`src/core/btc_pkg.sv`:
```
// Constants, register map and state carriers for the buffered 16-bit timer.
// Assumes an AXI4-Lite master and on-chip compare units outside the block.
//
// What this block does
// - Wide mode maps high address to buffer
// - Low read copies live high into buffer
// - Low write loads high from buffer
// - Wide mode hides live high byte
// - Only low-byte writes clear the prescaler
// - Counter wraps all-ones to zero
// - Overflow sets flag bit 1 of flags
// - Flag forwarded only when enable bit set
// - Unit one trigger resets counter when ctrl bit 6 set, unit two when bit 6 or 3 set
// - Unit two trigger starts enabled conversion
// - Software write beats trigger reset
// - Trigger reset never sets overflow flag
// - Source select picks instruction or edges
// - Prescale codes divide by 1,2,4,8
// - Narrow mode gives independent byte access
// - Counter-on clear freezes the count
`default_nettype none

package btc_pkg;

  // ****************************************************************
  // Register map (byte addresses)
  // ****************************************************************
  localparam logic [5:0] ADDR_COUNT_LOW   = 6'h00;
  localparam logic [5:0] ADDR_COUNT_HIGH  = 6'h04;
  localparam logic [5:0] ADDR_CTRL        = 6'h08;
  localparam logic [5:0] ADDR_AUX_CTRL    = 6'h0c;
  localparam logic [5:0] ADDR_IRQ_FLAGS   = 6'h10;
  localparam logic [5:0] ADDR_IRQ_ENABLES = 6'h14;
  localparam logic [5:0] ADDR_IRQ_PRIO    = 6'h18;
  localparam logic [5:0] ADDR_INT_CTRL    = 6'h1c;
  localparam logic [5:0] ADDR_CMP_CTRL    = 6'h20;

  // ****************************************************************
  // Field positions
  // ****************************************************************
  localparam int CTRL_WIDE_BIT  = 7;
  localparam int CTRL_CMP2_BIT  = 6;
  localparam int CTRL_PS_HI     = 5;
  localparam int CTRL_PS_LO     = 4;
  localparam int CTRL_CMP1_BIT  = 3;
  localparam int CTRL_NOSYNC    = 2;
  localparam int CTRL_SRC_BIT   = 1;
  localparam int CTRL_ON_BIT    = 0;
  localparam int AUX_OSC_EN_BIT = 3;
  localparam int OVF_BIT        = 1;
  localparam int CMPC_ADC_EN    = 8;

  localparam logic [7:0]  RESET_BYTE     = 8'h00;
  localparam logic [15:0] COUNT_ALL_ONES = 16'hffff;
  localparam logic [15:0] COUNT_ZERO     = 16'h0000;
  localparam logic [3:0]  MODE_SPECIAL   = 4'hb;
  localparam logic [1:0]  RESP_OKAY      = 2'h0;
  localparam logic [1:0]  RESP_SLVERR    = 2'h2;

  // ****************************************************************
  // State carriers
  // ****************************************************************
  typedef struct packed {
    logic [7:0] ctrl;
    logic [7:0] auxCtrl;
    logic [7:0] irqFlags;
    logic [7:0] irqEnables;
    logic [7:0] irqPrio;
    logic [7:0] intCtrl;
    logic [8:0] cmpCtrl;
  } btc_regs_s;

  typedef struct packed {
    logic        awvalid;
    logic [5:0]  awaddr;
    logic        wvalid;
    logic [31:0] wdata;
    logic [3:0]  wstrb;
    logic        bready;
    logic        arvalid;
    logic [5:0]  araddr;
    logic        rready;
  } btc_axi_req_s;

endpackage

`default_nettype wire

```
`src/core/btc_timer.sv`:
```
// Buffered 16-bit timer/counter with AXI4-Lite register slave.
// Assumes compare units and converter drive trigger inputs on clk_sys.
//
// Decided for this implementation: the AXI4-Lite slave port and the address map.
`default_nettype none

module btc_timer import btc_pkg::*; #(
  parameter int INSTR_DIV = 4
) (
  input  wire logic        clk_sys,
  input  wire logic        sys_rst,
  input  wire logic        s_axi_awvalid,
  input  wire logic [5:0]  s_axi_awaddr,
  output logic             s_axi_awready,
  input  wire logic        s_axi_wvalid,
  input  wire logic [31:0] s_axi_wdata,
  input  wire logic [3:0]  s_axi_wstrb,
  output logic             s_axi_wready,
  output logic             s_axi_bvalid,
  output logic [1:0]       s_axi_bresp,
  input  wire logic        s_axi_bready,
  input  wire logic        s_axi_arvalid,
  input  wire logic [5:0]  s_axi_araddr,
  output logic             s_axi_arready,
  output logic             s_axi_rvalid,
  output logic [31:0]      s_axi_rdata,
  output logic [1:0]       s_axi_rresp,
  input  wire logic        s_axi_rready,
  input  wire logic        extClkPin,
  input  wire logic        auxOscClk,
  input  wire logic        cmpOneEvent,
  input  wire logic        cmpTwoEvent,
  output logic             overflowIrq,
  output logic             adcStart,
  output logic [15:0]      countValue
);

  // ****************************************************************
  // State
  // ****************************************************************
  typedef struct packed {
    btc_regs_s   regs;
    logic [15:0] count;
    logic [7:0]  highBuf;
    logic [2:0]  prescale;
    logic [7:0]  instrDiv;
    logic        awHeld;
    logic [5:0]  awAddr;
    logic        wHeld;
    logic [31:0] wData;
    logic [3:0]  wStrb;
    logic        bvalid;
    logic [1:0]  bresp;
    logic        rvalid;
    logic [31:0] rdata;
    logic [1:0]  rresp;
    logic        irq;
    logic        adc;
    logic        awRdy;
    logic        wRdy;
    logic        arRdy;
  } btc_state_s;

  btc_state_s st;
  btc_state_s next_st;

  logic extRise;
  logic auxRise;
  logic extUnsyncLevel;
  logic extUnsyncPrev;

  btc_sync_edge u_ext_sync (
    .clk_sys   (clk_sys),
    .sys_rst   (sys_rst),
    .asyncIn   (extClkPin),
    .syncLevel (),
    .risePulse (extRise)
  );

  btc_sync_edge u_aux_sync (
    .clk_sys   (clk_sys),
    .sys_rst   (sys_rst),
    .asyncIn   (auxOscClk),
    .syncLevel (),
    .risePulse (auxRise)
  );

  // ****************************************************************
  // Unsynchronised path: three flops, edge decoded combinationally one cycle ahead of the synchronised pulse
  // ****************************************************************
  logic rawS1;
  always_ff @(posedge clk_sys) begin
    if (sys_rst) begin
      rawS1          <= 1'b0;
      extUnsyncLevel <= 1'b0;
      extUnsyncPrev  <= 1'b0;
    end else begin
      rawS1          <= extClkPin;
      extUnsyncLevel <= rawS1;
      extUnsyncPrev  <= extUnsyncLevel;
    end
  end

  // ****************************************************************
  // Next-state logic
  // ****************************************************************
  logic       wrGo;
  logic       rdGo;
  logic       tick;
  logic       srcEdge;
  logic       prescDone;
  logic       trigReset;
  logic       oneUses;
  logic       twoUses;
  logic       wide;
  logic       wrLow;
  logic [7:0] wByte;
  logic [1:0] ps;

  always_comb begin
    next_st = st;
    wide    = st.regs.ctrl[CTRL_WIDE_BIT];
    ps      = st.regs.ctrl[CTRL_PS_HI:CTRL_PS_LO];
    wByte   = st.wData[7:0];
    wrGo    = st.awHeld & st.wHeld & ~st.bvalid;
    rdGo    = s_axi_arvalid & ~st.rvalid;
    wrLow   = wrGo & st.wStrb[0] & (st.awAddr == ADDR_COUNT_LOW);

    // AXI channel capture
    if (s_axi_awvalid && !st.awHeld) begin
      next_st.awHeld = 1'b1;
      next_st.awAddr = s_axi_awaddr;
    end
    if (s_axi_wvalid && !st.wHeld) begin
      next_st.wHeld = 1'b1;
      next_st.wData = s_axi_wdata;
      next_st.wStrb = s_axi_wstrb;
    end
    if (st.bvalid && s_axi_bready) begin
      next_st.bvalid = 1'b0;
    end
    if (st.rvalid && s_axi_rready) begin
      next_st.rvalid = 1'b0;
    end

    // Clock source and prescaler
    next_st.instrDiv = (st.instrDiv == 8'(INSTR_DIV - 1)) ? 8'h00
                     : st.instrDiv + 8'h01;
    if (!st.regs.ctrl[CTRL_SRC_BIT]) begin
      srcEdge = (st.instrDiv == 8'(INSTR_DIV - 1));
    end else if (st.regs.auxCtrl[AUX_OSC_EN_BIT]) begin
      srcEdge = auxRise;
    end else if (!st.regs.ctrl[CTRL_NOSYNC]) begin
      srcEdge = extRise;
    end else begin
      srcEdge = extUnsyncLevel & ~extUnsyncPrev;
    end
    prescDone = 1'b0;
    tick      = 1'b0;
    if (st.regs.ctrl[CTRL_ON_BIT] && srcEdge) begin
      prescDone = ({1'b0, st.prescale}
                  == ((4'h1 << ps) - 4'h1));
      next_st.prescale = prescDone ? 3'b000 : st.prescale + 3'b001;
      tick = prescDone;
    end

    // Special event trigger reset
    oneUses   = st.regs.ctrl[CTRL_CMP2_BIT];
    twoUses   = st.regs.ctrl[CTRL_CMP2_BIT] | st.regs.ctrl[CTRL_CMP1_BIT];
    trigReset = (cmpOneEvent & oneUses) | (cmpTwoEvent & twoUses);
    next_st.adc = cmpTwoEvent
                & st.regs.cmpCtrl[CMPC_ADC_EN];

    if (tick) begin
      next_st.count = st.count + 16'h0001;
      if (st.count == COUNT_ALL_ONES) begin
        next_st.regs.irqFlags[OVF_BIT] = 1'b1;
      end
    end
    if (trigReset) begin
      next_st.count = COUNT_ZERO;
      next_st.regs.irqFlags[OVF_BIT] =
        st.regs.irqFlags[OVF_BIT];
    end

    // Register write
    if (wrGo) begin
      next_st.awHeld = 1'b0;
      next_st.wHeld  = 1'b0;
      next_st.bvalid = 1'b1;
      next_st.bresp  = RESP_OKAY;
      if (st.wStrb[0]) begin
        unique case (st.awAddr)
          ADDR_COUNT_LOW: begin
            next_st.count[7:0] = wByte;
            next_st.prescale   = 3'b000;
            if (wide) begin
              next_st.count[15:8] = st.highBuf;
            end else begin
              next_st.count[15:8] = st.count[15:8];
            end
          end
          ADDR_COUNT_HIGH: begin
            if (wide) begin
              next_st.highBuf = wByte;
            end else begin
              next_st.count[15:8] = wByte;
              if (!trigReset) begin
                next_st.count[7:0] = tick ? st.count[7:0] + 8'h01
                                          : st.count[7:0];
              end
            end
          end
          ADDR_CTRL:        next_st.regs.ctrl = wByte;
          ADDR_AUX_CTRL:    next_st.regs.auxCtrl = wByte;
          ADDR_IRQ_FLAGS: begin
            next_st.regs.irqFlags = wByte;
            if (tick && st.count == COUNT_ALL_ONES && !trigReset) begin
              next_st.regs.irqFlags[OVF_BIT] = 1'b1;
            end
          end
          ADDR_IRQ_ENABLES: next_st.regs.irqEnables = wByte;
          ADDR_IRQ_PRIO:    next_st.regs.irqPrio = wByte;
          ADDR_INT_CTRL:    next_st.regs.intCtrl = wByte;
          ADDR_CMP_CTRL: begin
            if (st.wStrb[1]) begin
              next_st.regs.cmpCtrl = st.wData[8:0];
            end
          end
          default: next_st.bresp = RESP_SLVERR;
        endcase
      end
    end

    // Register read
    if (rdGo) begin
      next_st.rvalid = 1'b1;
      next_st.rresp  = RESP_OKAY;
      next_st.rdata  = 32'h00000000;
      unique case (s_axi_araddr)
        ADDR_COUNT_LOW: begin
          next_st.rdata[7:0] = st.count[7:0];
          if (wide && !(wrLow)) begin
            next_st.highBuf = st.count[15:8];
          end
        end
        ADDR_COUNT_HIGH:
          next_st.rdata[7:0] = wide ? st.highBuf
                                    : st.count[15:8];
        ADDR_CTRL:        next_st.rdata[7:0] = st.regs.ctrl;
        ADDR_AUX_CTRL:    next_st.rdata[7:0] = st.regs.auxCtrl;
        ADDR_IRQ_FLAGS:   next_st.rdata[7:0] = st.regs.irqFlags;
        ADDR_IRQ_ENABLES: next_st.rdata[7:0] = st.regs.irqEnables;
        ADDR_IRQ_PRIO:    next_st.rdata[7:0] = st.regs.irqPrio;
        ADDR_INT_CTRL:    next_st.rdata[7:0] = st.regs.intCtrl;
        ADDR_CMP_CTRL:    next_st.rdata[8:0] = st.regs.cmpCtrl;
        default:          next_st.rresp = RESP_SLVERR;
      endcase
    end

    next_st.awRdy = ~next_st.awHeld;
    next_st.wRdy  = ~next_st.wHeld;
    next_st.arRdy = ~next_st.rvalid;
    next_st.irq = next_st.regs.irqFlags[OVF_BIT]
                & next_st.regs.irqEnables[OVF_BIT];
  end

  always_ff @(posedge clk_sys) begin
    if (sys_rst) begin
      st       <= '0;
      st.awRdy <= 1'b1;
      st.wRdy  <= 1'b1;
      st.arRdy <= 1'b1;
    end else begin
      st <= next_st;
    end
  end

  // ****************************************************************
  // Outputs
  // ****************************************************************
  assign s_axi_awready = st.awRdy;
  assign s_axi_wready  = st.wRdy;
  assign s_axi_bvalid  = st.bvalid;
  assign s_axi_bresp   = st.bresp;
  assign s_axi_arready = st.arRdy;
  assign s_axi_rvalid  = st.rvalid;
  assign s_axi_rdata   = st.rdata;
  assign s_axi_rresp   = st.rresp;
  assign overflowIrq   = st.irq;
  assign adcStart      = st.adc;
  assign countValue    = st.count;

  // ****************************************************************
  // Checks
  // ****************************************************************
  a_wrap_zero: assert property (@(posedge clk_sys) disable iff (sys_rst)
    tick && !trigReset && !wrGo && st.count == COUNT_ALL_ONES
    |=> st.count == COUNT_ZERO) else $error("no wrap");
  a_ovf_flag: assert property (@(posedge clk_sys) disable iff (sys_rst)
    tick && !trigReset && st.count == COUNT_ALL_ONES
    |=> st.regs.irqFlags[OVF_BIT]) else $error("flag lost");
  a_irq_gate: assert property (@(posedge clk_sys) disable iff (sys_rst)
    !st.regs.irqEnables[OVF_BIT] |-> !st.irq)
    else $error("irq leaked");
  a_trig_clear: assert property (@(posedge clk_sys) disable iff (sys_rst)
    trigReset && !wrGo |=> st.count == COUNT_ZERO)
    else $error("no trigger reset");
  a_trig_noflag: assert property (@(posedge clk_sys) disable iff (sys_rst)
    trigReset && !wrGo && !st.regs.irqFlags[OVF_BIT]
    |=> !st.regs.irqFlags[OVF_BIT]) else $error("trig flag");
  a_write_wins: assert property (@(posedge clk_sys) disable iff (sys_rst)
    wrLow && trigReset |=> st.count[7:0] == $past(wByte))
    else $error("write lost");
  a_frozen: assert property (@(posedge clk_sys) disable iff (sys_rst)
    !st.regs.ctrl[CTRL_ON_BIT] && !trigReset && !wrGo
    |=> $stable(st.count)) else $error("count moved");
  a_wide_load: assert property (@(posedge clk_sys) disable iff (sys_rst)
    wrLow && wide |=> st.count[15:8] == $past(st.highBuf))
    else $error("high not loaded");
  a_high_presc: assert property (@(posedge clk_sys) disable iff (sys_rst)
    wrGo && st.awAddr == ADDR_COUNT_HIGH && !tick && !srcEdge
    |=> st.prescale == $past(st.prescale))
    else $error("prescale cleared");
  a_low_copy: assert property (@(posedge clk_sys) disable iff (sys_rst)
    rdGo && wide && s_axi_araddr == ADDR_COUNT_LOW && !wrGo
    |=> st.highBuf == $past(st.count[15:8]))
    else $error("buffer stale");

endmodule

`default_nettype wire

```
`src/core/btc_sync_edge.sv`:
```
// Two-stage synchroniser with rising-edge pulse on the third stage.
// Assumes an asynchronous input level and one system clock.
`default_nettype none

module btc_sync_edge import btc_pkg::*; (
  input  wire logic clk_sys,
  input  wire logic sys_rst,
  input  wire logic asyncIn,
  output logic      syncLevel,
  output logic      risePulse
);

  typedef struct packed {
    logic s1;
    logic s2;
    logic s3;
    logic rise;
  } btc_sync_s;

  btc_sync_s st;
  btc_sync_s next_st;

  always_comb begin
    next_st      = st;
    next_st.s1   = asyncIn;
    next_st.s2   = st.s1;
    next_st.s3   = st.s2;
    next_st.rise = st.s2 & ~st.s3;
  end

  always_ff @(posedge clk_sys) begin
    if (sys_rst) begin
      st <= '0;
    end else begin
      st <= next_st;
    end
  end

  assign syncLevel = st.s3;
  assign risePulse = st.rise;

endmodule

`default_nettype wire

```
`config.mk`:
```
export PLATFORM = sky130hd
export DESIGN_NAME = btc_timer
export DESIGN_NICKNAME = d
export VERILOG_FILES = /design/src/core/btc_pkg.sv /design/src/core/btc_timer.sv /design/src/core/btc_sync_edge.sv
export SDC_FILE = /design/constraint.sdc
export NUM_CORES = 1
export LEC_CHECK = 0
export BUFFER_PORTS_ARGS = -buffer_cell sky130_fd_sc_hd__buf_2
export CELL_PAD_IN_SITES_DETAIL_PLACEMENT = 0
export CELL_PAD_IN_SITES_GLOBAL_PLACEMENT = 1
export CORE_MARGIN = 5
export CORE_UTILIZATION = 42
export DETAILED_ROUTE_END_ITERATION = 12
export GPL_TIMING_DRIVEN = 0
export PLACE_DENSITY_LB_ADDON = 0.25
export SETUP_SLACK_MARGIN = 0.3
export SKIP_LAST_GASP = 1
export SYNTH_ARGS = -nofsm -noshare
export SYNTH_HDL_FRONTEND = slang
export SYNTH_SLANG_ARGS = --single-unit
```
`constraint.sdc`:
```
create_clock -name clk_sys -period 2.46 [get_ports clk_sys]
set_clock_uncertainty 0.05 [all_clocks]
set_input_delay 0 -clock clk_sys [delete_from_list [all_inputs] [get_ports clk_sys]]
set_output_delay 0 -clock clk_sys [all_outputs]
set_load 0.01 [all_outputs]
```
Word level (Yosys, flattened, before mapping)
Index checks and enable logic that the tools add are counted.
{"block": "classes", "n_addsub": 5, "n_eq_ne": 20, "shift": 1, "muxes": 44, "bitwise_logic": 20, "n_reduce_logical": 25}
{"cell": "62-bit 2-to-1 mux", "count": 2}
{"cell": "8-bit 2-to-1 mux", "count": 11}
{"cell": "8-bit one-hot mux with 9 select lines", "count": 1}
{"cell": "6-bit by 5-bit == test with 1-bit output, second input constant", "count": 8}
{"cell": "16-bit 2-to-1 mux", "count": 3}
{"cell": "37-bit 2-to-1 mux", "count": 1}
{"cell": "35-bit 2-to-1 mux", "count": 1}
{"cell": "16-bit one-hot mux with 2 select lines", "count": 1}
{"cell": "6-bit by 4-bit == test with 1-bit output, second input constant", "count": 4}
{"cell": "9-bit 2-to-1 mux", "count": 2}
{"cell": "3-bit AND reduction", "count": 6}
{"cell": "9-bit OR reduction", "count": 2}
{"cell": "16-bit by 1-bit adder with 16-bit output, second input constant", "count": 1}
{"cell": "8-bit by 1-bit adder with 8-bit output, second input constant", "count": 2}
{"cell": "16-bit == test, second input constant", "count": 1}
{"cell": "1-bit 2-to-1 mux", "count": 13}
{"cell": "6-bit by 3-bit == test with 1-bit output, second input constant", "count": 2}
{"cell": "6-bit == test, second input constant", "count": 2}
{"cell": "6-bit logical NOT", "count": 2}
{"cell": "3-bit 2-to-1 mux", "count": 4}
{"cell": "1-bit AND", "count": 11}
{"cell": "8-bit by 2-bit == test with 1-bit output, second input constant", "count": 1}
{"cell": "1-bit logical AND", "count": 8}
{"cell": "2-bit 2-to-1 mux", "count": 4}
{"cell": "12 further kinds", "count": 22}
{"block": "word_totals", "register_bits": 164, "input_bits": 59, "output_inout_bits": 59, "word_cells": 152}

Longest topological paths before layout
Gate-level depths: netlist of run 1.
{"block": "depth", "depth_word": 17, "mapped_depth": 9, "ltp_nobuf": 7}

Hierarchy
Synthesis of run 1 repeated with hierarchy kept, for this count alone.
{"block": "unflattened", "cells_unflattened": 773, "area_unflattened_um2": 6891.6}
{"module": "btc_timer", "instances": 1, "cells_per_inst": 757, "area_per_inst_um2": 6668.9, "seq_area_each_um2": 2642.5}
{"module": "btc_sync_edge", "instances": 2, "cells_per_inst": 8, "area_per_inst_um2": 111.4, "seq_area_each_um2": 80.1}

Least setup slack after synthesis of run 1
OpenSTA, ideal clock, no wires.
{"block": "synth_timing", "path_kind": "register to register", "startpoint": "register st[87] (netlist bit)", "endpoint": "register st, in the netlist countValue[12]", "setup_ps": 130, "arrival_ps": 1798, "required_ps": 2280, "path_slack_ps": 482, "path_stages_with_launch": 9, "n_path_buf": 1, "synth_period_minus_slack_ps": 1978, "cell_sequence": "dfxtp_1 ha_1 nor4b_2 nand4b_1 a22oi_2 buf_4 nand3_1 xnor2_1 o22ai_1"}
{"block": "synth_via", "elab_chain_cells": 10}
{"item": "from (decl)", "line_no": "btc_timer.sv:64", "rtl": "btc_state_s st;"}
{"item": "from (signal assigned)", "line_no": "btc_timer.sv:275", "rtl": "st <= next_st;"}
{"item": "8-bit by 2-bit == test with 1-bit output (*)", "line_no": "btc_timer.sv:150", "rtl": "srcEdge = (st.instrDiv == 8'(INSTR_DIV - 1));"}
{"item": "1-bit 2-to-1 mux (*)", "line_no": "btc_timer.sv:149", "rtl": "if (!st.regs.ctrl[CTRL_SRC_BIT]) begin"}
{"item": "1-bit logical AND (*)", "line_no": "btc_timer.sv:160", "rtl": "if (st.regs.ctrl[CTRL_ON_BIT] && srcEdge) begin"}
{"item": "1-bit 2-to-1 mux (*)", "line_no": "btc_timer.sv:160"}
{"item": "16-bit 2-to-1 mux (*)", "line_no": "btc_timer.sv:174", "rtl": "if (tick) begin"}
{"item": "16-bit 2-to-1 mux (*)", "line_no": "btc_timer.sv:180", "rtl": "if (trigReset) begin"}
{"item": "16-bit 2-to-1 mux", "line_no": "btc_timer.sv:204", "rtl": "if (wide) begin"}
{"item": "16-bit one-hot mux with 2 select lines", "line_no": "btc_timer.sv:193", "rtl": "unique case (st.awAddr)"}
{"item": "62-bit 2-to-1 mux", "line_no": "btc_timer.sv:192", "rtl": "if (st.wStrb[0]) begin"}
{"item": "62-bit 2-to-1 mux (*)", "line_no": "btc_timer.sv:187", "rtl": "if (wrGo) begin"}
Mark *: on every way between the ends. The rest lies on a longest branch, timed or not.
A chain may end at the register's enable or synchronous reset.

Worst setup path after layout of run 1
{"block": "layout_timing", "startpoint": "register st[79] (netlist bit)", "endpoint": "register st, in the netlist countValue[4]"}
{"block": "layout_via", "elab_chain_cells": 3, "elab_cells_between_ends": 4, "classes_between": "eq/ne: 1; mux: 1; bitwise: 2"}
{"item": "1-bit AND (*) (2 in a row)", "line_no": "btc_timer.sv:125", "rtl": "wrGo = st.awHeld & st.wHeld & ~st.bvalid;"}
{"item": "6-bit != test (no source line) / 62-bit 2-to-1 mux (equally long branches)"}
Marks and branches as above.

==> qor.yml, run 1 <==
timing:
  rsz0062_at_grt: "true"
  tightest_slew_ns: 0.7455
  relSlewSlack: 0.5030
  final_max_slew_viol_count: 0
  fmax_mhz: 484.9
  setup_violations: 0
  finalCritPeriodShare: 0.8383
  min_period_ns: 2.062
  fin_setup_tns_ns: 0
  finalHoldViolCount: 0
global_routing:
  grtUsageTotal: 0.2091
  antenna_found_initial: 0
  grt_pass1_wl_um: 29390
  grt_max_degree: 17
  grt_pass1_vias: 5539
  gr-total-overflow: 0
power_and_ir_drop:
  peakVddDrop_uv: 472.1
  power.total_mw: 5.051
  power.leakage_nw: 3.449
  power_density_nw_per_um2: 625.8
floorplanning:
  dieWidth_um: 134.3
  fp.dieArea_um2: 18030
  core_area_um2: 15200
  rows: 45
  die_h_um: 134.3
  initial_utilization: 0.4267
  io_pins: 118
route:
  vias: 5580
  ant_nets: 0
  drc: 0
  post_drt_via_cell_ratio: 5.294
  wl_per_cell_um: 17.53
  drt_first_pass_iters: 6
  drt_wl_total_um: 18480
  drt-initial-drc-count: 448
worst_setup_path:
  cp_top_family: "simple AND/OR/NAND/NOR gates"
  critical_path.max_stage_delay_ns: 0.53
  cp.required_ns: 2.75
  critical_path_class: "flip-flop to flip-flop"
  end_kind: "flip-flop"
  path_cells: "nand4b_4, or2_1, buf_6, nor2_1, a21oi_1, a211oi_2"
  arrival_ns: 2.35
  cp-start-kind: "flip-flop"
  cp_max_fo: 6
  worst-path-buf-inv: 1
  crit_slowest_cell: "nor2_1"
hold_path:
  hp-class: "input port to flip-flop"
layout:
  drive_gt1_frac: 0.2182
  diodes: 0
  fin_util: 0.5309
  area_growth_pct: 24.42
  nNetsFinal: 916
placed_design:
  gp_congestion: 0.8275
  port-buffer-count: 65
  dpl.hpwl_um: 13200
logic_synthesis:
  synth_ff_type: "dfxtp_1"
  ys_types: 61
  syn_inst: 713
  synth_seq_cells: 137
  syn_area_per_cell_um2: 9.099
  synthArstFlopShare: 0
  synth-edff-count: 0
  syn_area_um2: 6487
  ys_warn_count: 0
  ys_seq_area_frac: 0.4228
outcome:
  status: "finished, final reports clean"
cts:
  cts_tree: "done"
  h-tree-depth: 4
  numClockSinks: 137
  cts_root_buf: "clkbuf_16"
  path_clk_slew_ns: 0.05
  clkLatencyLatePin_ns: 0.43
  cts_buffers: 17
  cts.path.max_buffers: 2
job:
  cap_viol_max_count: 0
## metal layers
layer  vias to the layer above  wire length [um]  global-route usage
li1                       2715                 -                   -
met4                         0               527             0.08937
met5                         -                 0                   0
met1                      2635              8119              0.2667
met3                        37              1150             0.05364
met2                       193              8679              0.3358
## final timing paths
path / start / endpoint / slack (ns) / depth (start not counted)
setup reg to reg: st[79]$_SDFF_PP0_ / countValue[4]$_SDFFE_PP0P_ / 0.40 / 6
hold / removal: sys_rst / u_ext_sync.syncLevel$_SDFF_PP0_ / 0.02 / 2
hold reg to reg: u_aux_sync.syncLevel$_SDFF_PP0_ / u_aux_sync.risePulse$_SDFF_PP0_ / 0.34 / 1
setup / recovery: st[79]$_SDFF_PP0_ / countValue[4]$_SDFFE_PP0P_ / 0.40 / 6
## state kept, by name, indices dropped and copies added, names as in the netlist, 2 cells and up
signal / flops
countValue: 16
s_axi_rdata: 9
ps: 2
u_aux_sync.next_st: 2
st: 92
u_ext_sync.next_st: 2
## power breakdown
group	internal (mW)	total (mW)	switching, mW	leakage [nW]
Combinational	0.153	0.374	0.221	2.07
Sequential	2.26	2.29	0.0341	1.11
Clock	1.49	2.38	0.893	0.266
## cell usage after synthesis (2+ instances only)
master	count	area, um2
nand2_1	54	202.7
nor3_4	2	32.53
ha_1	3	37.54
a222oi_1	10	100.1
buf_4	53	397.9
buf_6	2	22.52
a21oi_1	26	130.1
a22oi_1	13	97.59
or2_2	3	18.77
buf_1	3	11.26
xor2_1	16	140.1
a211oi_2	3	37.54
a21o_1	8	60.06
nand3b_1	3	22.52
nand2b_1	3	18.77
mux2i_1	77	770.7
o21ai_0	15	75.07
clkbuf_1	33	123.9
nand4_1	9	56.30
nor2_4	3	33.78
nor2_1	104	390.4
nor2b_1	11	68.82
nor2_2	3	18.77
dfxtp_1	137	2743
a32oi_1	7	61.31
nand3_1	16	80.08
mux2_2	4	45.04
o22ai_1	8	50.05
or2_1	2	12.51
buf_2	3	15.01
nor3_1	5	25.02
and2_1	3	18.77
or3_1	4	25.02
a211oi_1	6	45.04
and4_1	2	17.52
a221oi_1	12	105.1
and3_1	10	62.56
inv_1	9	33.78
xnor2_1	6	52.55
## area by class of cell
type	instances	area [um2]
well taps	188	235.2
plain buffers	95	601.8
flip-flops and latches	137	2744
fillers	1459	7131
repair buffers	98	649.4
clock buffers	29	510.5
clock inverters	2	35.03
multi-input cells	496	3262
inverters	9	33.78
## per-stage QoR
step | area [um2] | worst slack [ns] | hold slack [ns] | cells
floorplan | 6578 | 0.4819 | 0.07818 | 737
global placement | 7138 | 0.006997 | 0.1605 | 990
detailed placement | 7138 | 0.004359 | 0.1662 | 990
CTS | 8005 | 0.2931 | 0.02204 | 1053
global route | 8071 | 0.2634 | 0.04836 | 1054
finish | 8071 | 0.3978 | 0.02287 | 1054
## cell usage in the layout (no fill, tap or decap), drive strengths merged, types with 3 or more instances in the layout
cell type and instances:
a211oi 9, a21o 8, a21oi 26, a221oi 12, a222oi 10, a22oi 14, a32oi 7, and2 3
and3 10, buf 131, clkbuf 62, conb 25, dfxtp 137, dlygate4sd3 29, ha 3, inv 9
mux2 4, mux2i 77, nand2 54, nand2b 3, nand3 16, nand3b 3, nand4 10, nor2 110
nor2b 11, nor3 8, o21ai 16, o22ai 8, or2 5, or3 4, xnor2 6, xor2 16
## cells by family after synthesis
kind of cell,after synthesis,synth area share
other,1,0.0005780
buffers and inverters,104,0.09547
flip-flops,137,0.4228
AO/OA/AOI/OAI,117,0.1290
AND/OR/NAND/NOR,248,0.1909
adder cells (fa/ha/maj),3,0.005787
XOR/XNOR,22,0.02970
multiplexers,81,0.1257
## what timing repair did
action / CTS / global route
pin swaps: 1 / 1
hold buffers: 29 / 0
setup endpoints to repair: 25 / 46
endpoints found under the hold margin: 28 / 0
buffers inserted: 3 / 1
resized for setup: 5 / 20
Power figures use the tool's default switching activity.
==> run 2: changes to the inputs <==
==> constraint.sdc (replaced) <==
create_clock -name clk_sys -period 1.9 [get_ports clk_sys]
set_clock_uncertainty 0.05 [all_clocks]
set_input_delay 0 -clock clk_sys [delete_from_list [all_inputs] [get_ports clk_sys]]
set_output_delay 0 -clock clk_sys [all_outputs]
set_load 0.01 [all_outputs]
==> run 2 against run 1 <==
  * Hold slack better by 0.0062 ns
  * Critical path type unchanged
  * Combinational power up 49%
  * Total power up 29%
  * Sequential share of layout area down 3.0 points
  * Sequential power up 30%
  * Non-clock buffer count up 40
  * Core utilization up 5.8 points
  * Largest cell class unchanged
  * Fmax up 5.1%
  * Worst setup slack worse by 0.46 ns
  * The run now ends with setup timing left
  * Critical path depth up 4
  * Global-route usage up 0.79 points
  * Critical endpoint is now overflowIrq$_SDFF_PP0_
==> qor.yml, run 2 (synthesis results as in run 1) <==
outcome:
  status: "finished, violations left"
  violations: "setup timing"
worst_setup_path:
  cp_max_fo: 5  # -1
  worstRegToRegCells: 10  # +4
  critical_path.max_stage_delay_ns: 0.36  # -0.17 ns
  crit_slowest_cell: "dfxtp_4"
  path_cells: "ha_4, nor4b_4, nand4b_1, a22oi_2, buf_6, buf_12, buf_4, nand2_4, o21a_1, nor3_2"
  cp.required_ns: 2.18  # -0.57 ns
  cp-start-kind: "flip-flop"
  worst-path-buf-inv: 3  # +2
  arrival_ns: 2.24  # -0.11 ns
  cp_num_cells: 10  # +4
  end_kind: "flip-flop"
  critical_path_class: "flip-flop to flip-flop"
  cp_top_family: "simple AND/OR/NAND/NOR gates"
power_and_ir_drop:
  power_density_nw_per_um2: 726.0  # +16%
  power.total_mw: 6.501  # +29%
  power.leakage_nw: 3.829  # +11%
  p_switching_mw: 1.576  # +37%
  peakVddDrop_uv: 616.2  # +31%
  clock_power_share: 0.457  # -0.015
  combPwrFrac: 0.086  # +0.012
  intPower_mw: 4.925  # +26%
  seq_power_share: 0.457  # +0.003
  p_sw_frac: 0.2424  # +0.01512
layout:
  final_cells: 1095  # +3.9%
  drive_gt1_frac: 0.3197  # +0.1015
  diodes: 0  # unchanged
  area_growth_pct: 38.01
  nNetsFinal: 956  # +4.4%
  final_cell_area_um2: 8954  # +11%
  largest_register: "st"
  mostFrequentLayoutCells: "dfxtp_1 (123), nor2_1 (98), buf_4 (77), mux2i_1 (71), buf_2 (67)"
  final_common_cell: "dfxtp_1"
  largest_reg_flops: 92  # unchanged
global_routing:
  gr-total-overflow: 0  # unchanged
  grt_max_degree: 17  # unchanged
  antenna_found_initial: 0  # unchanged
  grt_pass1_vias: 5748  # +3.8%
  grtUsageTotal: 0.2170  # +0.007922
  grt_pass1_wl_um: 30680  # +4.4%
cts:
  h-tree-depth: 4  # unchanged
  cts_buffers: 17  # unchanged
  clkLatencyLatePin_ns: 0.42  # about the same
  cts.path.max_buffers: 2  # unchanged
  cts_tree: "done"
  path_clk_slew_ns: 0.06  # about the same
  cts_root_buf: "clkbuf_16"
  numClockSinks: 137  # unchanged
timing:
  min_period_ns: 1.962  # -0.1003 ns
  relSlewSlack: 0.4421  # -0.06084
  finalHoldViolCount: 0  # unchanged
  setup_violations: 8  # +8
  fmax_mhz: 509.7  # +5.1%
  finalCritPeriodShare: 1.033  # +0.1943
  rsz0062_at_grt: "true"
  tightest_slew_ns: 0.8368  # +0.09127 ns
  fin_setup_tns_ns: -0.1813  # -0.1813 ns
  final_max_slew_viol_count: 0  # unchanged
  worst_slack_ns: -0.06190  # -0.4597 ns
floorplanning:
  core_area_um2: 15200  # unchanged
  dieWidth_um: 134.3  # unchanged
  io_pins: 118  # unchanged
  die_h_um: 134.3  # unchanged
  fp.dieArea_um2: 18030  # unchanged
  rows: 45  # unchanged
  initial_utilization: 0.4267  # unchanged
route:
  drt-initial-drc-count: 399  # -11%
  drc: 0  # unchanged
  ant_nets: 0  # unchanged
  vias: 5840  # +4.7%
  drt_wl_total_um: 19670  # +6.4%
  drt_first_pass_iters: 5  # -1
  post_drt_via_cell_ratio: 5.333  # +0.74%
  wl_per_cell_um: 17.96  # +2.5%
placed_design:
  dp_slack_ns: -0.4013  # -0.4057 ns
  dp_cells: 990  # unchanged
  place_area_um2: 7241  # +1.4%
  gp_congestion: 0.8239  # -0.44%
  dpl.hpwl_um: 13290  # +0.68%
  port-buffer-count: 65  # unchanged
hold_path:
  hp-class: "input port to flip-flop"
  hold-path-cell-count: 3  # +1
job:
  cap_viol_max_count: 0  # unchanged
[run 2: changes by cell type in the layout (fill, tap and decap cells not counted), sizes merged]
| cell | before | now |
|---|---|---|
| bufinv | 1 | 0 |
| dlygate4sd3 | 29 | 28 |
| buf | 131 | 176 |
| clkinvlp | 0 | 1 |
| clkinv | 1 | 7 |
| clkbuf | 62 | 53 |
[run 2: final cells by class]
| cell class | count | area (um2) |
|---|---|---|
| clock inverters | 8 | 46.29 |
| repair buffers | 138 | 1134 |
| flip-flops and latches | 137 | 2778 |
| fillers | 1332 | 6248 |
| inverters | 9 | 33.78 |
| multi-input cells | 496 | 3545 |
| plain buffers | 95 | 700.7 |
| clock buffers | 24 | 481.7 |
| well taps | 188 | 235.2 |
[run 2: repair_timing]
item | in CTS | in global routing
setup buffers | 28 | 12
hold buffers | 28 | 0
gates cloned | 3 | 2
pin swaps | 37 | 18
resized for setup | 70 | 41
endpoints found under the hold margin | 29 | 0
setup endpoints to repair | 93 | 93
[run 2: worst reg2reg max path, delay by kind of cell (launching register included)]
family | cells | cell delay, ns
AND/OR/NAND/NOR | 4 | 0.58
buffers and inverters | 3 | 0.38
AO/OA/AOI/OAI | 2 | 0.37
flip-flops | 1 | 0.36
adder cells (fa/ha/maj) | 1 | 0.13
[run 2: path summary, 6_finish.rpt]
check	from	end	slack, ns
setup / recovery	st[88]$_SDFF_PP0_	overflowIrq$_SDFF_PP0_	-0.06
setup reg to reg	st[88]$_SDFF_PP0_	overflowIrq$_SDFF_PP0_	-0.06
hold / removal	s_axi_araddr[0]	s_axi_rresp[1]$_SDFFE_PP0P_	0.03
hold reg to reg	u_aux_sync.syncLevel$_SDFF_PP0_	u_aux_sync.risePulse$_SDFF_PP0_	0.33
[run 2: metal layers]
metal / part of all wire / vias to the layer above / global-route usage
met5: 0 / - / 0
met4: 0.027 / 0 / 0.09389
met3: 0.048 / 34 / 0.04389
met2: 0.49 / 173 / 0.3612
met1: 0.44 / 2823 / 0.2731
li1: - / 2810 / -
[run 2: metrics by stage]
stage	utilization	hold WS [ns]
after floorplan	-	0.07818
after global placement	0.4763	0.1716
after detailed placement	0.4763	0.1742
after CTS	0.5726	0.02990
after global routing	0.5890	0.09259
final	0.5890	0.02904
[run 2: power groups by stage]
stage / Sequential [mW] / Combinational, mW / Clock, mW
CTS: 2.97 / 0.530 / 3.01
finish: 2.97 / 0.559 / 2.97
global placement: 3.03 / 0.425 / 0
detailed placement: 3.03 / 0.430 / 0
floorplan: 3.02 / 0.281 / 0
global route: 2.97 / 0.611 / 3.16
==> run 3: changes to the inputs <==
--- a/config.mk
+++ b/config.mk
@@ -11,7 +11,7 @@
 export CORE_MARGIN = 5
 export CORE_UTILIZATION = 42
 export DETAILED_ROUTE_END_ITERATION = 12
-export GPL_TIMING_DRIVEN = 0
+export GPL_TIMING_DRIVEN = 1
 export PLACE_DENSITY_LB_ADDON = 0.25
 export SETUP_SLACK_MARGIN = 0.3
 export SKIP_LAST_GASP = 1
==> run 3 against run 2 <==
  * The flow still finishes with violations (setup timing)
  * Highest routed layer unchanged
  * Largest power group is now clock
  * Hold slack worse by 0.024 ns
  * Total power up 6.8%
  * Routed wire length down 5.2%
  * Via count down 3.8%
  * Final cell count down 4.3%
==> qor.yml, run 3 (synthesis results as in run 1) <==
layout:
  nNetsFinal: 909  # -4.9%
  area_growth_pct: 31.88
  largest_register: "st"
  final_cells: 1048  # -4.3%
  fin_util: 0.5628  # -0.02617
  largest_reg_flops: 92  # unchanged
  drive_gt1_frac: 0.3035  # -0.01625
  final_cell_area_um2: 8556  # -4.4%
  final_common_cell: "dfxtp_1"
  diodes: 0  # unchanged
  mostFrequentLayoutCells: "dfxtp_1 (126), nor2_1 (98), buf_4 (71), mux2i_1 (70), buf_2 (66)"
route:
  drc: 0  # unchanged
  wl_per_cell_um: 17.79  # -0.96%
  drt_first_pass_iters: 5  # unchanged
  drt-initial-drc-count: 367  # -8.0%
  vias: 5617  # -3.8%
  ant_nets: 0  # unchanged
  post_drt_via_cell_ratio: 5.360  # +0.49%
  drt_wl_total_um: 18640  # -5.2%
floorplanning:
  fp.dieArea_um2: 18030  # unchanged
  initial_utilization: 0.4267  # unchanged
  die_h_um: 134.3  # unchanged
  core_area_um2: 15200  # unchanged
  dieWidth_um: 134.3  # unchanged
  rows: 45  # unchanged
  io_pins: 118  # unchanged
timing:
  fmax_mhz: 524.1  # +2.8%
  tightest_slew_ns: 0.6563  # -0.1805 ns
  worst_slack_ns: -0.007987  # +0.05391 ns
  setup_violations: 1  # -7
  finalHoldViolCount: 0  # unchanged
  finalCritPeriodShare: 1.004  # -0.02837
  final_max_slew_viol_count: 0  # unchanged
  relSlewSlack: 0.5619  # +0.1197
  min_period_ns: 1.908  # -0.05391 ns
  rsz0062_at_grt: "true"
global_routing:
  grt_pass1_vias: 5618  # -2.3%
  use_met1: 0.2661  # -0.007005
  gr-total-overflow: 0  # unchanged
  top_usage_layer: "met2"
  grtUsageTotal: 0.2097  # -0.007300
  met3_usage: 0.05514  # +0.01125
  use_met2: 0.3497  # -0.01145
  antenna_found_initial: 0  # unchanged
  grt_max_degree: 45  # +28
  grt_pass1_wl_um: 29780  # -2.9%
power_and_ir_drop:
  p_sw_frac: 0.2465  # +0.004029
  power_density_nw_per_um2: 811.3  # +12%
  peakVddDrop_uv: 631.3  # +2.4%
  power.leakage_nw: 3.622  # -5.4%
  combPwrFrac: 0.070  # -0.016
  seq_power_share: 0.431  # -0.026
  clock_power_share: 0.499  # +0.042
  intPower_mw: 5.230  # +6.2%
  p_switching_mw: 1.711  # +8.6%
cts:
  clkLatencyLatePin_ns: 0.42  # about the same
  cts_buffers: 17  # unchanged
  numClockSinks: 137  # unchanged
  cts_tree: "done"
  h-tree-depth: 4  # unchanged
  cts_root_buf: "clkbuf_16"
  path_clk_slew_ns: 0.06  # about the same
  cts.path.max_buffers: 2  # unchanged
placed_design:
  gp_congestion: 0.8429  # +2.3%
  dp_cells: 958  # -3.2%
  dp_slack_ns: -0.1122  # +0.2891 ns
  place_area_um2: 7141  # -1.4%
  port-buffer-count: 67  # +3.1%
  dpl.hpwl_um: 12790  # -3.7%
outcome:
  violations: "setup timing"
  status: "finished, violations left"
worst_setup_path:
  end_kind: "flip-flop"
  arrival_ns: 2.14  # -0.10 ns
  cp_max_fo: 5  # unchanged
  cp.required_ns: 2.13  # -0.05 ns
  cp-start-kind: "flip-flop"
  critical_path_class: "flip-flop to flip-flop"
job:
  cap_viol_max_count: 0  # unchanged
hold_path:
  hp-class: "input port to flip-flop"
run 3: final timing paths:
kind,startpoint,to,slack [ns],cells past startpoint
setup / recovery,st[88]$_SDFF_PP0_,countValue[13]$_SDFF_PP0_,-0.008,9
setup reg to reg,st[88]$_SDFF_PP0_,countValue[13]$_SDFF_PP0_,-0.008,9
hold reg to reg,u_aux_sync.syncLevel$_SDFF_PP0_,u_aux_sync.risePulse$_SDFF_PP0_,0.34,1
hold / removal,s_axi_araddr[1],s_axi_rresp[1]$_SDFFE_PP0P_,0.005,3
run 3: what timing repair did:
item,4_1_cts,5_1_grt
hold endpoints to repair,32,0
gates resized for setup,39,32
pin swaps,18,28
endpoints found under the setup margin,90,93
buffers inserted,15,10
hold buffers,33,0
cloned,2,0
run 3: final cells by class:
| class | count | area, um2 |
|---|---|---|
| inverter | 9 | 33.78 |
| timing repair buffer | 185 | 1438 |
| clock buffer | 17 | 425.4 |
| sequential | 137 | 2764 |
| clock inverter | 15 | 192.7 |
| fill | 1352 | 6646 |
| multi-input combinational | 497 | 3467 |
| tap | 188 | 235.2 |
run 3: power groups by stage:
| stage | registers (mW) | logic (mW) | clock network, mW |
|---|---|---|---|
| floorplan | 3.02 | 0.281 | 0 |
| global route | 3.00 | 0.530 | 3.64 |
| CTS | 2.99 | 0.468 | 3.51 |
| finish | 2.99 | 0.483 | 3.46 |
| global placement | 3.05 | 0.384 | 0 |
| detailed placement | 3.05 | 0.389 | 0 |
run 3: routing by layer:
layer / vias up / share of wire / wire length (um)
met5: - / 0 / 0
met4: 0 / 0.019 / 363
met3: 30 / 0.058 / 1074
met2: 164 / 0.49 / 9195
met1: 2710 / 0.43 / 8010
li1: 2713 / - / -
run 3: stage by stage:
step	hold slack [ns]	total power [mW]	TNS (ns)
final	0.004910	6.941	-0.007987
after global routing	0.03122	7.171	-1.536
after CTS	0.003172	6.969	-0.06352
after detailed placement	0.1770	3.442	-0.2625
after global placement	0.1803	3.432	-0.03329
after floorplan	0.07818	3.305	0
run 3: worst max-delay path, stage by stage (launching register included):
cell and delay, ns:
dfxtp_2 0.36, ha_4 0.13, nor4b_4 0.19, nand4b_1 0.18, a22oi_2 0.18, buf_6 0.15
buf_4 0.14, and4_1 0.18, xnor2_1 0.12, o22ai_1 0.09
